## src/verilog/wps_pkg.sv

```systemverilog
// Constants, field layouts and types of the wake and power-state controller
package wps_pkg;

	// Clock and timing figures
	localparam int unsigned CLK_NS         = 8;       // 125 MHz period
	localparam int unsigned NS_PER_MS      = 1000000;
	localparam int unsigned DEBOUNCE_MS    = 10;      // Least stable time
	localparam int unsigned SHORT_PRESS_MS = 4000;    // Longest short press
	localparam int unsigned FORCE_OFF_MS   = 6000;    // Least forcing hold
	localparam int unsigned ONBOARD_OFF_MS = 3000;    // Onboard button hold
	// Cycle counts: least times round up, longest times round down
	localparam int unsigned DB_CYC    = 32'((longint'(DEBOUNCE_MS) * NS_PER_MS
		+ CLK_NS - 1) / CLK_NS);
	localparam int unsigned SHORT_CYC = 32'((longint'(SHORT_PRESS_MS)
		* NS_PER_MS) / CLK_NS);
	localparam int unsigned OFF_CYC   = 32'((longint'(FORCE_OFF_MS) * NS_PER_MS
		+ CLK_NS - 1) / CLK_NS);
	localparam int unsigned ONB_CYC   = 32'((longint'(ONBOARD_OFF_MS)
		* NS_PER_MS + CLK_NS - 1) / CLK_NS);

	// Widths
	localparam int unsigned NUM_FANS = 4;
	localparam int unsigned DUTY_W   = 8;
	localparam int unsigned TACH_W   = 16;
	localparam int unsigned PRESS_W  = 30;
	localparam int unsigned DB_W     = 21;

	// Register byte offsets
	localparam logic [7:0] REG_CTRL      = 8'h00;
	localparam logic [7:0] REG_CMD       = 8'h04;
	localparam logic [7:0] REG_STATUS    = 8'h08;
	localparam logic [7:0] REG_RTC_NOW   = 8'h0c;
	localparam logic [7:0] REG_RTC_ALARM = 8'h10;
	localparam logic [7:0] REG_FAN_DUTY  = 8'h14;
	localparam logic [7:0] REG_TACH_LO   = 8'h18;
	localparam logic [7:0] REG_TACH_HI   = 8'h1c;

	// Control fields and reset values
	localparam int unsigned CTRL_PME_EN   = 0;
	localparam int unsigned CTRL_BICOLOUR = 1;
	localparam int unsigned CTRL_RESTORE  = 2;   // Two bits
	localparam int unsigned CTRL_RTC_ARM  = 4;
	localparam logic [31:0] CTRL_RESET     = 32'h0000_0008;
	localparam logic [31:0] DUTY_RESET     = 32'h8080_8080;
	localparam logic [1:0]  RESTORE_OFF    = 2'h0;
	localparam logic [1:0]  RESTORE_ON     = 2'h1;

	// Status fields
	localparam int unsigned STAT_RAIL    = 3;
	localparam int unsigned STAT_LAST_ON = 4;
	localparam int unsigned STAT_PEND    = 8;

	// State codes seen by software
	localparam logic [2:0] SCODE_S0 = 3'h0;
	localparam logic [2:0] SCODE_S1 = 3'h1;
	localparam logic [2:0] SCODE_S3 = 3'h3;
	localparam logic [2:0] SCODE_S4 = 3'h4;
	localparam logic [2:0] SCODE_S5 = 3'h5;
	localparam logic [2:0] SCODE_G3 = 3'h7;

	// Filtered input and wake source indices
	localparam int unsigned IN_USB  = 0;
	localparam int unsigned IN_PME  = 1;
	localparam int unsigned IN_PCIE = 2;
	localparam int unsigned IN_IR   = 3;
	localparam int unsigned IN_LAN  = 4;
	localparam int unsigned IN_FBTN = 5;
	localparam int unsigned IN_OBTN = 6;
	localparam int unsigned IN_N    = 7;
	localparam int unsigned WK_RTC  = 5;
	localparam int unsigned WK_N    = 6;

	// Bus answers
	localparam logic [1:0] RESP_OKAY   = 2'h0;
	localparam logic [1:0] RESP_SLVERR = 2'h2;

	// Power states
	typedef enum logic [2:0] {ST_G3, ST_S0, ST_S1, ST_S3, ST_S4, ST_S5}
		wps_state_t;

endpackage

```

## src/verilog/wps_db_if.sv

```systemverilog
// Raw and filtered input bundle between the controller and its filter
`timescale 1ns/100ps
`default_nettype none
interface wps_db_if;
	import wps_pkg::*;
	logic [IN_N-1:0] raw;    // Active-high raw inputs
	logic [IN_N-1:0] level;  // Filtered levels
	logic [IN_N-1:0] rise;   // One-cycle pulse on filtered rise
	modport owner (input raw, output level, output rise);
	modport user  (output raw, input level, input rise);
endinterface
`default_nettype wire

```

## src/verilog/wps_debounce.sv

```systemverilog
// Synchroniser and debounce filter for wake and button inputs
`timescale 1ns/100ps
`default_nettype none
module wps_debounce
	import wps_pkg::*;
#(
	parameter int unsigned DB_CYCLES = DB_CYC
) (
	input  wire logic aclk,
	input  wire logic aresetn,
	wps_db_if.owner   db
);

	logic [IN_N-1:0] s1_q;  // First sync stage
	logic [IN_N-1:0] s2_q;  // Second sync stage

	// Two-stage synchroniser
	always_ff @(posedge aclk) begin
		if (!aresetn) begin
			s1_q <= '0;
			s2_q <= '0;
		end else begin
			s1_q <= db.raw;
			s2_q <= s1_q;
		end
	end

	// Per-input stability counter
	for (genvar i = 0; i < IN_N; i++) begin : g_bit
		logic [DB_W-1:0] cnt_q;  // Cycles of disagreement
		logic            lvl_q;  // Filtered level
		logic            rise_q; // Rise pulse
		always_ff @(posedge aclk) begin
			if (!aresetn) begin
				cnt_q  <= '0;
				lvl_q  <= 1'b0;
				rise_q <= 1'b0;
			end else if (s2_q[i] != lvl_q) begin
				// Accept only after a full stable window
				if (cnt_q == DB_W'(DB_CYCLES - 1)) begin
					cnt_q  <= '0;
					lvl_q  <= s2_q[i];
					rise_q <= s2_q[i];
				end else begin
					cnt_q  <= cnt_q + 1'b1;
					rise_q <= 1'b0;
				end
			end else begin
				cnt_q  <= '0;
				rise_q <= 1'b0;
			end
		end
		assign db.level[i] = lvl_q;
		assign db.rise[i]  = rise_q;

	end
endmodule
`default_nettype wire

```

## src/verilog/wps_top.sv

```systemverilog
// Wake and power-state controller with AXI4-Lite registers
`timescale 1ns/100ps
`default_nettype none
module wps_top
	import wps_pkg::*;
#(
	parameter int unsigned DB_CYCLES    = DB_CYC,
	parameter int unsigned SHORT_CYCLES = SHORT_CYC,
	parameter int unsigned OFF_CYCLES   = OFF_CYC,
	parameter int unsigned ONB_CYCLES   = ONB_CYC
) (
	input  wire logic                aclk,
	input  wire logic                aresetn,
	input  wire logic [7:0]          s_axi_awaddr,
	input  wire logic                s_axi_awvalid,
	output logic                     s_axi_awready,
	input  wire logic [31:0]         s_axi_wdata,
	input  wire logic [3:0]          s_axi_wstrb,
	input  wire logic                s_axi_wvalid,
	output logic                     s_axi_wready,
	output logic [1:0]               s_axi_bresp,
	output logic                     s_axi_bvalid,
	input  wire logic                s_axi_bready,
	input  wire logic [7:0]          s_axi_araddr,
	input  wire logic                s_axi_arvalid,
	output logic                     s_axi_arready,
	output logic [31:0]              s_axi_rdata,
	output logic [1:0]               s_axi_rresp,
	output logic                     s_axi_rvalid,
	input  wire logic                s_axi_rready,
	input  wire logic                usb_activity,
	input  wire logic                pme_n,
	input  wire logic                pcie_wake_n,
	input  wire logic                infrared_remote_activity,
	input  wire logic                lan_wake_req,
	input  wire logic                front_btn_n,
	input  wire logic                onboard_btn_n,
	input  wire logic                ac_ok,
	input  wire logic                rtc_sec_tick,
	input  wire logic                cpu_hot,
	input  wire logic                vr_hot,
	input  wire logic                sata_activity,
	input  wire logic [NUM_FANS-1:0] fan_tach,
	output logic                     main_rail_en,
	output logic [NUM_FANS-1:0]      fan_en,
	output logic [NUM_FANS-1:0]      fan_pwm,
	output logic                     pwr_led_green,
	output logic                     pwr_led_amber,
	output logic                     stby_led,
	output logic                     cpu_hot_led,
	output logic                     vr_hot_led,
	output logic                     hdd_led
);

	wps_db_if db ();                      // Filter bundle
	wps_state_t          state_q;         // Power state
	logic                last_on_q;       // Was working at AC loss
	logic [WK_N-1:0]     pend_q;          // Latched wake requests
	logic [WK_N-1:0]     wake_set;        // Qualified wake events
	logic [31:0]         ctrl_q;          // Control register
	logic [31:0]         rtc_now_q;       // Seconds counter
	logic [31:0]         rtc_alarm_q;     // Wake time
	logic [31:0]         duty_q;          // Four 8-bit duties
	logic                cmd_valid_q;     // OS command pulse
	logic [2:0]          cmd_code_q;      // Requested state
	logic [PRESS_W-1:0]  press_cnt_q;     // Hold duration
	logic                btn_prev_q;      // Held last cycle
	logic                long_done_q;     // Forcing hold fired
	logic                force_off_q;     // Force soft-off pulse
	logic                short_q;         // Short press pulse
	logic [DUTY_W-1:0]   pwm_cnt_q;       // PWM ramp
	logic [TACH_W-1:0]   tach_cnt [NUM_FANS]; // Tach edge counts
	logic                awready_q, wready_q, bvalid_q;
	logic                arready_q, rvalid_q;
	logic [1:0]          bresp_q, rresp_q;
	logic [31:0]         rdata_q, rd_data;
	logic                rd_hit, wr_hit;
	logic [7:0]          aw_addr_q;       // Captured write address
	logic [31:0]         w_data_q;        // Captured write data
	logic [3:0]          w_strb_q;        // Captured byte enables
	logic                wr_go;           // Both halves present
	logic                rail_q, green_q, amber_q, stby_q;
	logic                cpu_led_q, vr_led_q, hdd_q;
	logic [NUM_FANS-1:0] fan_en_q, fan_pwm_q;
	logic                is_work, is_sleep, btn_held, rtc_hit;
	logic [PRESS_W-1:0]  off_lim;
	logic [2:0]          scode;

	// Merge write data under byte enables
	function automatic logic [31:0] wmerge(input logic [31:0] old,
		input logic [31:0] nw, input logic [3:0] strb);
		logic [31:0] r;
		r = old;
		for (int b = 0; b < 4; b++) begin
			if (strb[b]) r[8*b +: 8] = nw[8*b +: 8];
		end
		return r;
	endfunction

	// Active-high raw inputs into the filter
	assign db.raw[IN_USB]  = usb_activity;
	assign db.raw[IN_PME]  = ~pme_n;
	assign db.raw[IN_PCIE] = ~pcie_wake_n;
	assign db.raw[IN_IR]   = infrared_remote_activity;
	assign db.raw[IN_LAN]  = lan_wake_req;
	assign db.raw[IN_FBTN] = ~front_btn_n;
	assign db.raw[IN_OBTN] = ~onboard_btn_n;

	wps_debounce #(.DB_CYCLES(DB_CYCLES)) u_db (
		.aclk    (aclk),
		.aresetn (aresetn),
		.db      (db)
	);

	// State classes
	assign is_work  = (state_q == ST_S0) || (state_q == ST_S1);
	assign is_sleep = (state_q == ST_S1) || (state_q == ST_S3)
		|| (state_q == ST_S4) || (state_q == ST_S5);
	assign rtc_hit  = ctrl_q[CTRL_RTC_ARM] && (rtc_now_q == rtc_alarm_q);

	// Wake qualification per source and state
	assign wake_set[IN_USB]  = db.rise[IN_USB]
		&& ((state_q == ST_S1) || (state_q == ST_S3));
	assign wake_set[IN_PME]  = db.rise[IN_PME] && is_sleep
		&& ctrl_q[CTRL_PME_EN];
	assign wake_set[IN_PCIE] = db.rise[IN_PCIE] && is_sleep;
	assign wake_set[IN_IR]   = db.rise[IN_IR] && is_sleep
		&& (state_q != ST_S1);
	assign wake_set[IN_LAN]  = db.rise[IN_LAN] && is_sleep;
	assign wake_set[WK_RTC]  = rtc_hit && is_sleep;

	// Latch wake requests; a set wins over the clear
	always_ff @(posedge aclk) begin
		if (!aresetn) begin
			pend_q <= '0;
		end else if (!is_sleep) begin
			pend_q <= wake_set;
		end else begin
			pend_q <= pend_q | wake_set;
		end
	end

	// Button hold timing; forcing hold is ONB_CYCLES while onboard held, else OFF_CYCLES
	assign btn_held = db.level[IN_FBTN] || db.level[IN_OBTN];
	assign off_lim  = db.level[IN_OBTN] ? PRESS_W'(ONB_CYCLES)
		: PRESS_W'(OFF_CYCLES);
	always_ff @(posedge aclk) begin
		if (!aresetn) begin
			press_cnt_q <= '0;
			btn_prev_q  <= 1'b0;
			long_done_q <= 1'b0;
			force_off_q <= 1'b0;
			short_q     <= 1'b0;
		end else begin
			btn_prev_q  <= btn_held;
			force_off_q <= 1'b0;
			short_q     <= 1'b0;
			if (btn_held) begin
				// Saturating hold counter
				if (press_cnt_q != '1) press_cnt_q <= press_cnt_q + 1'b1;
				if (!long_done_q && press_cnt_q >= off_lim - 1'b1) begin
					force_off_q <= 1'b1;
					long_done_q <= 1'b1;
				end
			end else begin
				press_cnt_q <= '0;
				long_done_q <= 1'b0;
				// Short press acts on release
				if (btn_prev_q && !long_done_q
					&& press_cnt_q < PRESS_W'(SHORT_CYCLES)) begin
					short_q <= 1'b1;
				end
			end
		end
	end

	// Power state machine
	always_ff @(posedge aclk) begin
		if (!aresetn) begin
			state_q <= ST_G3;
		end else if (!ac_ok) begin
			state_q <= ST_G3;
		end else if (force_off_q && state_q != ST_G3) begin
			state_q <= ST_S5;
		end else begin
			case (state_q)
				ST_G3: begin
					// AC returned: apply restore policy
					if (ctrl_q[CTRL_RESTORE +: 2] == RESTORE_OFF) begin
						state_q <= ST_S5;
					end else if (ctrl_q[CTRL_RESTORE +: 2] == RESTORE_ON) begin
						state_q <= ST_S0;
					end else begin
						state_q <= last_on_q ? ST_S0 : ST_S5;
					end
				end
				ST_S0: begin
					if (cmd_valid_q) begin
						case (cmd_code_q)
							SCODE_S1: state_q <= ST_S1;
							SCODE_S3: state_q <= ST_S3;
							SCODE_S4: state_q <= ST_S4;
							SCODE_S5: state_q <= ST_S5;
							default:  state_q <= ST_S0;
						endcase
					end else if (short_q) begin
						state_q <= ST_S3;
					end
				end
				default: begin
					// Sleeping or soft-off: wake to working
					if (|pend_q || short_q) state_q <= ST_S0;
				end
			endcase
		end
	end

	// Remember on/off across an AC loss
	always_ff @(posedge aclk) begin
		if (!aresetn) begin
			last_on_q <= 1'b0;
		end else if (!ac_ok && state_q != ST_G3) begin
			last_on_q <= is_work;
		end
	end

	// Registered pin outputs
	always_ff @(posedge aclk) begin
		if (!aresetn) begin
			rail_q    <= 1'b0;
			fan_en_q  <= '0;
			green_q   <= 1'b0;
			amber_q   <= 1'b0;
			stby_q    <= 1'b0;
			cpu_led_q <= 1'b0;
			vr_led_q  <= 1'b0;
			hdd_q     <= 1'b0;
		end else begin
			rail_q    <= is_work;
			fan_en_q  <= {NUM_FANS{is_work}};
			green_q   <= is_work;
			amber_q   <= (state_q == ST_S3) && ctrl_q[CTRL_BICOLOUR];
			stby_q    <= 1'b1;
			cpu_led_q <= cpu_hot;
			vr_led_q  <= vr_hot;
			hdd_q     <= sata_activity;
		end
	end

	// PWM ramp shared by all fans
	always_ff @(posedge aclk) begin
		if (!aresetn) pwm_cnt_q <= '0;
		else          pwm_cnt_q <= pwm_cnt_q + 1'b1;
	end

	// Per-fan tach counting and PWM drive
	for (genvar i = 0; i < NUM_FANS; i++) begin : g_fan
		logic t1_q, t2_q, t3_q;  // Tach sync and edge stage
		always_ff @(posedge aclk) begin
			if (!aresetn) begin
				t1_q         <= 1'b0;
				t2_q         <= 1'b0;
				t3_q         <= 1'b0;
				tach_cnt[i]  <= '0;
				fan_pwm_q[i] <= 1'b0;
			end else begin
				t1_q <= fan_tach[i];
				t2_q <= t1_q;
				t3_q <= t2_q;
				if (t2_q && !t3_q) tach_cnt[i] <= tach_cnt[i] + 1'b1;
				fan_pwm_q[i] <= is_work
					&& (pwm_cnt_q < duty_q[DUTY_W*i +: DUTY_W]);
			end
		end
	end

	// AXI write address and data capture, response
	assign wr_go  = !awready_q && !wready_q && !bvalid_q;
	assign wr_hit = aw_addr_q[7:5] == 3'h0 && aw_addr_q[1:0] == 2'h0
		&& aw_addr_q != REG_STATUS && aw_addr_q != REG_TACH_LO
		&& aw_addr_q != REG_TACH_HI;
	always_ff @(posedge aclk) begin
		if (!aresetn) begin
			awready_q <= 1'b1;
			wready_q  <= 1'b1;
			bvalid_q  <= 1'b0;
			bresp_q   <= RESP_OKAY;
			aw_addr_q <= '0;
			w_data_q  <= '0;
			w_strb_q  <= '0;
		end else begin
			if (s_axi_awvalid && awready_q) begin
				awready_q <= 1'b0;
				aw_addr_q <= s_axi_awaddr;
			end
			if (s_axi_wvalid && wready_q) begin
				wready_q <= 1'b0;
				w_data_q <= s_axi_wdata;
				w_strb_q <= s_axi_wstrb;
			end
			if (wr_go) begin
				bvalid_q <= 1'b1;
				bresp_q  <= wr_hit ? RESP_OKAY : RESP_SLVERR;
			end
			if (bvalid_q && s_axi_bready) begin
				bvalid_q  <= 1'b0;
				awready_q <= 1'b1;
				wready_q  <= 1'b1;
			end
		end
	end

	// Software-written registers
	always_ff @(posedge aclk) begin
		if (!aresetn) begin
			ctrl_q      <= CTRL_RESET;
			duty_q      <= DUTY_RESET;
			rtc_alarm_q <= '0;
			rtc_now_q   <= '0;
			cmd_valid_q <= 1'b0;
			cmd_code_q  <= SCODE_S0;
		end else begin
			cmd_valid_q <= 1'b0;
			if (wr_go && aw_addr_q == REG_CTRL)
				ctrl_q <= wmerge(ctrl_q, w_data_q, w_strb_q);
			if (wr_go && aw_addr_q == REG_FAN_DUTY)
				duty_q <= wmerge(duty_q, w_data_q, w_strb_q);
			if (wr_go && aw_addr_q == REG_RTC_ALARM)
				rtc_alarm_q <= wmerge(rtc_alarm_q, w_data_q, w_strb_q);
			// Setting the clock overrides a tick
			if (wr_go && aw_addr_q == REG_RTC_NOW)
				rtc_now_q <= wmerge(rtc_now_q, w_data_q, w_strb_q);
			else if (rtc_sec_tick)
				rtc_now_q <= rtc_now_q + 1'b1;
			if (wr_go && aw_addr_q == REG_CMD && w_strb_q[0]) begin
				cmd_valid_q <= 1'b1;
				cmd_code_q  <= w_data_q[2:0];
			end
		end
	end

	// Software code of the current state
	always_comb begin
		case (state_q)
			ST_S0:   scode = SCODE_S0;
			ST_S1:   scode = SCODE_S1;
			ST_S3:   scode = SCODE_S3;
			ST_S4:   scode = SCODE_S4;
			ST_S5:   scode = SCODE_S5;
			default: scode = SCODE_G3;
		endcase
	end

	// Read decode
	always_comb begin
		rd_hit  = 1'b1;
		rd_data = '0;
		if (s_axi_araddr == REG_CTRL) begin
			rd_data = ctrl_q;
		end else if (s_axi_araddr == REG_CMD) begin
			rd_data = {29'h0, cmd_code_q};
		end else if (s_axi_araddr == REG_STATUS) begin
			rd_data = {18'h0, pend_q, 3'h0, last_on_q, rail_q, scode};
		end else if (s_axi_araddr == REG_RTC_NOW) begin
			rd_data = rtc_now_q;
		end else if (s_axi_araddr == REG_RTC_ALARM) begin
			rd_data = rtc_alarm_q;
		end else if (s_axi_araddr == REG_FAN_DUTY) begin
			rd_data = duty_q;
		end else if (s_axi_araddr == REG_TACH_LO) begin
			rd_data = {tach_cnt[1], tach_cnt[0]};
		end else if (s_axi_araddr == REG_TACH_HI) begin
			rd_data = {tach_cnt[3], tach_cnt[2]};
		end else begin
			rd_hit = 1'b0;
		end
	end

	// AXI read channel
	always_ff @(posedge aclk) begin
		if (!aresetn) begin
			arready_q <= 1'b1;
			rvalid_q  <= 1'b0;
			rdata_q   <= '0;
			rresp_q   <= RESP_OKAY;
		end else if (s_axi_arvalid && arready_q) begin
			arready_q <= 1'b0;
			rvalid_q  <= 1'b1;
			rdata_q   <= rd_data;
			rresp_q   <= rd_hit ? RESP_OKAY : RESP_SLVERR;
		end else if (rvalid_q && s_axi_rready) begin
			rvalid_q  <= 1'b0;
			arready_q <= 1'b1;
		end
	end

	// Output wiring from flip-flops
	assign s_axi_awready = awready_q;
	assign s_axi_wready  = wready_q;
	assign s_axi_bvalid  = bvalid_q;
	assign s_axi_bresp   = bresp_q;
	assign s_axi_arready = arready_q;
	assign s_axi_rvalid  = rvalid_q;
	assign s_axi_rdata   = rdata_q;
	assign s_axi_rresp   = rresp_q;
	assign main_rail_en  = rail_q;
	assign fan_en        = fan_en_q;
	assign fan_pwm       = fan_pwm_q;
	assign pwr_led_green = green_q;
	assign pwr_led_amber = amber_q;
	assign stby_led      = stby_q;
	assign cpu_hot_led   = cpu_led_q;
	assign vr_hot_led    = vr_led_q;
	assign hdd_led       = hdd_q;
endmodule
`default_nettype wire

```

## config.mk

```make
export PLATFORM = sky130hd
export DESIGN_NAME = wps_top
export DESIGN_NICKNAME = d
export VERILOG_FILES = /design/src/verilog/wps_pkg.sv /design/src/verilog/wps_db_if.sv /design/src/verilog/wps_debounce.sv /design/src/verilog/wps_top.sv
export SDC_FILE = /design/constraint.sdc
export NUM_CORES = 1
export LEC_CHECK = 0
export BUFFER_PORTS_ARGS = -buffer_cell sky130_fd_sc_hd__buf_2
export CAP_MARGIN = 5
export CORE_ASPECT_RATIO = 0.6
export CORE_MARGIN = 10
export CORE_UTILIZATION = 60
export DETAILED_ROUTE_END_ITERATION = 7
export PLACE_DENSITY_LB_ADDON = 0.12
export SETUP_SLACK_MARGIN = 0.2
export SYNTH_ARGS = -nofsm -noshare
export SYNTH_HDL_FRONTEND = slang
export SYNTH_SLANG_ARGS = --single-unit
```

## constraint.sdc

```tcl
create_clock -name aclk -period 2.55 [get_ports aclk]
set_clock_uncertainty 0.1 [all_clocks]
set_input_delay 0.51 -clock aclk [delete_from_list [all_inputs] [get_ports aclk]]
set_output_delay 0.51 -clock aclk [all_outputs]
set_load 0.01 [all_outputs]
```

==> metrics.txt <==
synth unique cells=79; Clock Path Buffers=3; VDD IR-drop max=604.8 uV; fin crit period=2.338 ns; setup_tns=0 ns; Die ar.=50700 sq um; P&R area growth vs syn=13.40%; total CTS buffers=48; Core Region=40870 sq um; Critical Path End=press_cnt_q[6]$_SDFFE_PN0P_; WL per Instance=21.01 microns; io pins=131; PortBufs=128; status=completed; Worst-Margin Slew=0.8283 ns; ys async rst share=0%; commonest non-fill, non-tap cells in the layout=455 x dfxtp_1, 360 x nor2_1, 356 x nand2_1; fin. max-slew vios=0; row count=57; CP Data Required Time=2.91 ns; RSZ-0062 raised after global routing=true; routed wire length=76420 microns; prevailing post-synth register cell=dfxtp_1; Total GRT Usage=28.68%; WHS=0.03610 ns; Max-slew headroom=44.67%; sequential fraction of the synthesis area=44.49%; final worst slack=0.2121 ns; Critical Setup Path Class=register to register; Initial Util=61.44%; PD cells=610.4 nW/um^2; Final setup viols=0; largest net degree at the start of global routing=98; fmax=427.7 MHz; layout cells sized above 1=12.97%; Worst R2R Setup Slack=0.21 ns; final net count=3169; worst r2r src=press_cnt_q[8]$_SDFFE_PN0P_; R2R depth=7; gp weighted congestion=0.9890; H-tree levels=2; pre-CTS setup slack=0.1104 ns; root buf cell=clkbuf_16; final hold viol count=0; maximum fanout along the worst path=14; mapped cell area=25110 sq um; CP Launch Type=register; crit end category=register; DP HPWL=55650 microns; CTS clk-pin slew, worst paths=0.06 ns; worst path cell trace=nand4_1 -> or4_4 -> buf_4 -> nor3b_4 -> clkbuf_16 -> or3_1 -> a21oi_1; TritonCTS clock tree=done; Die H=178.5 microns; max-cap violations=0; period utilization=91.68%; YS warnings=0; Final ANT Viol Nets=0; FF+latch count, synth=526; commonest non-fill, non-tap cell in the layout=dfxtp_1; Post-synth EDFFs=64; antenna violations before repair=2; Leak=10.45 nW; worst hold-check path type=input pin to register; first-pass GRT wire length=116700 microns; drt drc=0; Vias=22361; clock sink count=526; crit path from=press_cnt_q[8]$_SDFFE_PN0P_; CP Data Arrival Time=2.69 ns; Min-Delay Path Depth=2; total global routing overflow=0; crit path max-delay cell type=or4_4; Mapped Avg Cell Area=8.593 sq um; number of vias per cell=6.148; TritonRoute pass-1 iters=6; Slowest Stage Delay on Critical Path=0.55 ns; vias in the first global route=20473; Clock Latency Late Sink=0.58 ns; Die X=284.1 microns; Pwr Total=17.38 mW; Reg-to-Reg End=press_cnt_q[6]$_SDFFE_PN0P_; Mapped Cells=2922; DR iter-0 viols=2659
==> state kept, by name (all words and copies together) (netlist names), 30 cells and up <==
register,count
u_db.g_bit.cnt_q,147
tach_cnt,64
ctrl_q,32
duty_q,32
rtc_alarm_q,32
rtc_now_q,32
s_axi_rdata,32
w_data_q,32
press_cnt_q,30
==> how the worst min path moves through the flow <==
stage	from	end	slack, ns
floorplan	u_db.g_bit[2].rise_q$_SDFF_PN0_	pend_q[2]$_SDFF_PN0_	0.31
global placement	g_fan[3].t1_q$_SDFF_PN0_	g_fan[3].t2_q$_SDFF_PN0_	0.31
detailed placement	g_fan[3].t1_q$_SDFF_PN0_	g_fan[3].t2_q$_SDFF_PN0_	0.32
CTS	usb_activity	u_db.s1_q[0]$_SDFF_PN0_	0.03
global route	sata_activity	hdd_led$_SDFF_PN0_	0.03
finish	sata_activity	hdd_led$_SDFF_PN0_	0.04
==> routing by layer <==
metal	global-route usage (%)	part of all wire [%]	wire, microns	up-vias
met5	0.09597	0.022	17	-
met1	41.95	45	34130	10624
met4	5.318	1.6	1219	2
met3	10.93	14	11040	103
li1	-	-	-	10504
met2	39.39	39	30020	1128
==> through the flow <==
stage               cells  area, sq um  utilization (%)
floorplan            2923        25110                -
global placement     3529        26530            64.92
detailed placement   3529        26530            64.92
CTS                  3623        28230            69.08
global route         3637        28470            69.68
finish               3637        28470            69.68
==> report_power, final <==
group	internal (mW)	total (mW)	leakage [nW]	switching, mW
registers	8.54	8.82	4.42	0.278
logic	0.373	1.00	5.23	0.628
clock network	4.24	7.56	0.807	3.31
==> synth_stat cells, types with 10 or more instances <==
library cell / number / share of area, %
a211oi_1: 39 / 1.2
a21oi_1: 230 / 4.6
a22oi_1: 10 / 0.30
a31oi_1: 26 / 0.65
and2_1: 42 / 1.0
and3_1: 58 / 1.4
and4_1: 32 / 1.1
buf_2: 16 / 0.32
clkbuf_1: 137 / 2.0
dfxtp_1: 462 / 37
edfxtp_1: 64 / 7.7
ha_1: 57 / 2.8
inv_1: 67 / 1.0
mux2_2: 30 / 1.3
mux2i_1: 59 / 2.4
nand2_1: 356 / 5.3
nand2b_1: 14 / 0.35
nand3_1: 111 / 2.2
nand4_1: 80 / 2.0
nor2_1: 360 / 5.4
nor2b_1: 10 / 0.25
nor3_1: 60 / 1.2
nor4_1: 26 / 0.65
nor4b_1: 13 / 0.45
o211ai_1: 26 / 0.78
o21ai_0: 103 / 2.1
or3_1: 27 / 0.67
or4_1: 14 / 0.42
xnor2_1: 127 / 4.4
xor2_1: 116 / 4.0
==> kinds of logic (layout without fill, tap and decap cells) <==
family | after synthesis | count (layout) | share of synthesized area, %
and+or+nand+nor | 1248 | 1248 | 24.20
other | 1 | 3 | 0.01493
muxes | 91 | 91 | 3.802
DFF | 526 | 526 | 44.49
xor gates and xnor gates | 243 | 243 | 8.476
buffers and inverters | 238 | 391 | 3.802
AOI/OAI and AO/OA | 518 | 518 | 12.38
adders and majority gates | 57 | 57 | 2.840
==> worst max-delay path, delay by kind of cell (launching register included) <==
kind	cells	cell delay [ns]
compound gates	1	0.06
buf+inv	2	0.42
flops	1	0.40
simple gates	4	1.23
==> timing repair <==
action	in CTS	in global routing
cloned	0	2
setup endpoints to repair	28	182
endpoints found under the hold margin	4	0
gates resized for setup	4	35
pin swaps	1	9
hold buffers	4	0
buffers inserted	1	11
==> final cells by class <==
type / count / area (sq um)
fill: 3264 / 12390
clock inverter: 24 / 241.5
multi-input combinational: 2159 / 13110
inverter: 67 / 256.5
sequential: 526 / 11180
antenna: 1 / 2.502
tap: 560 / 700.7
timing repair buffer: 235 / 1590
clock buffer: 65 / 1388
Power figures use the tool's default switching activity.
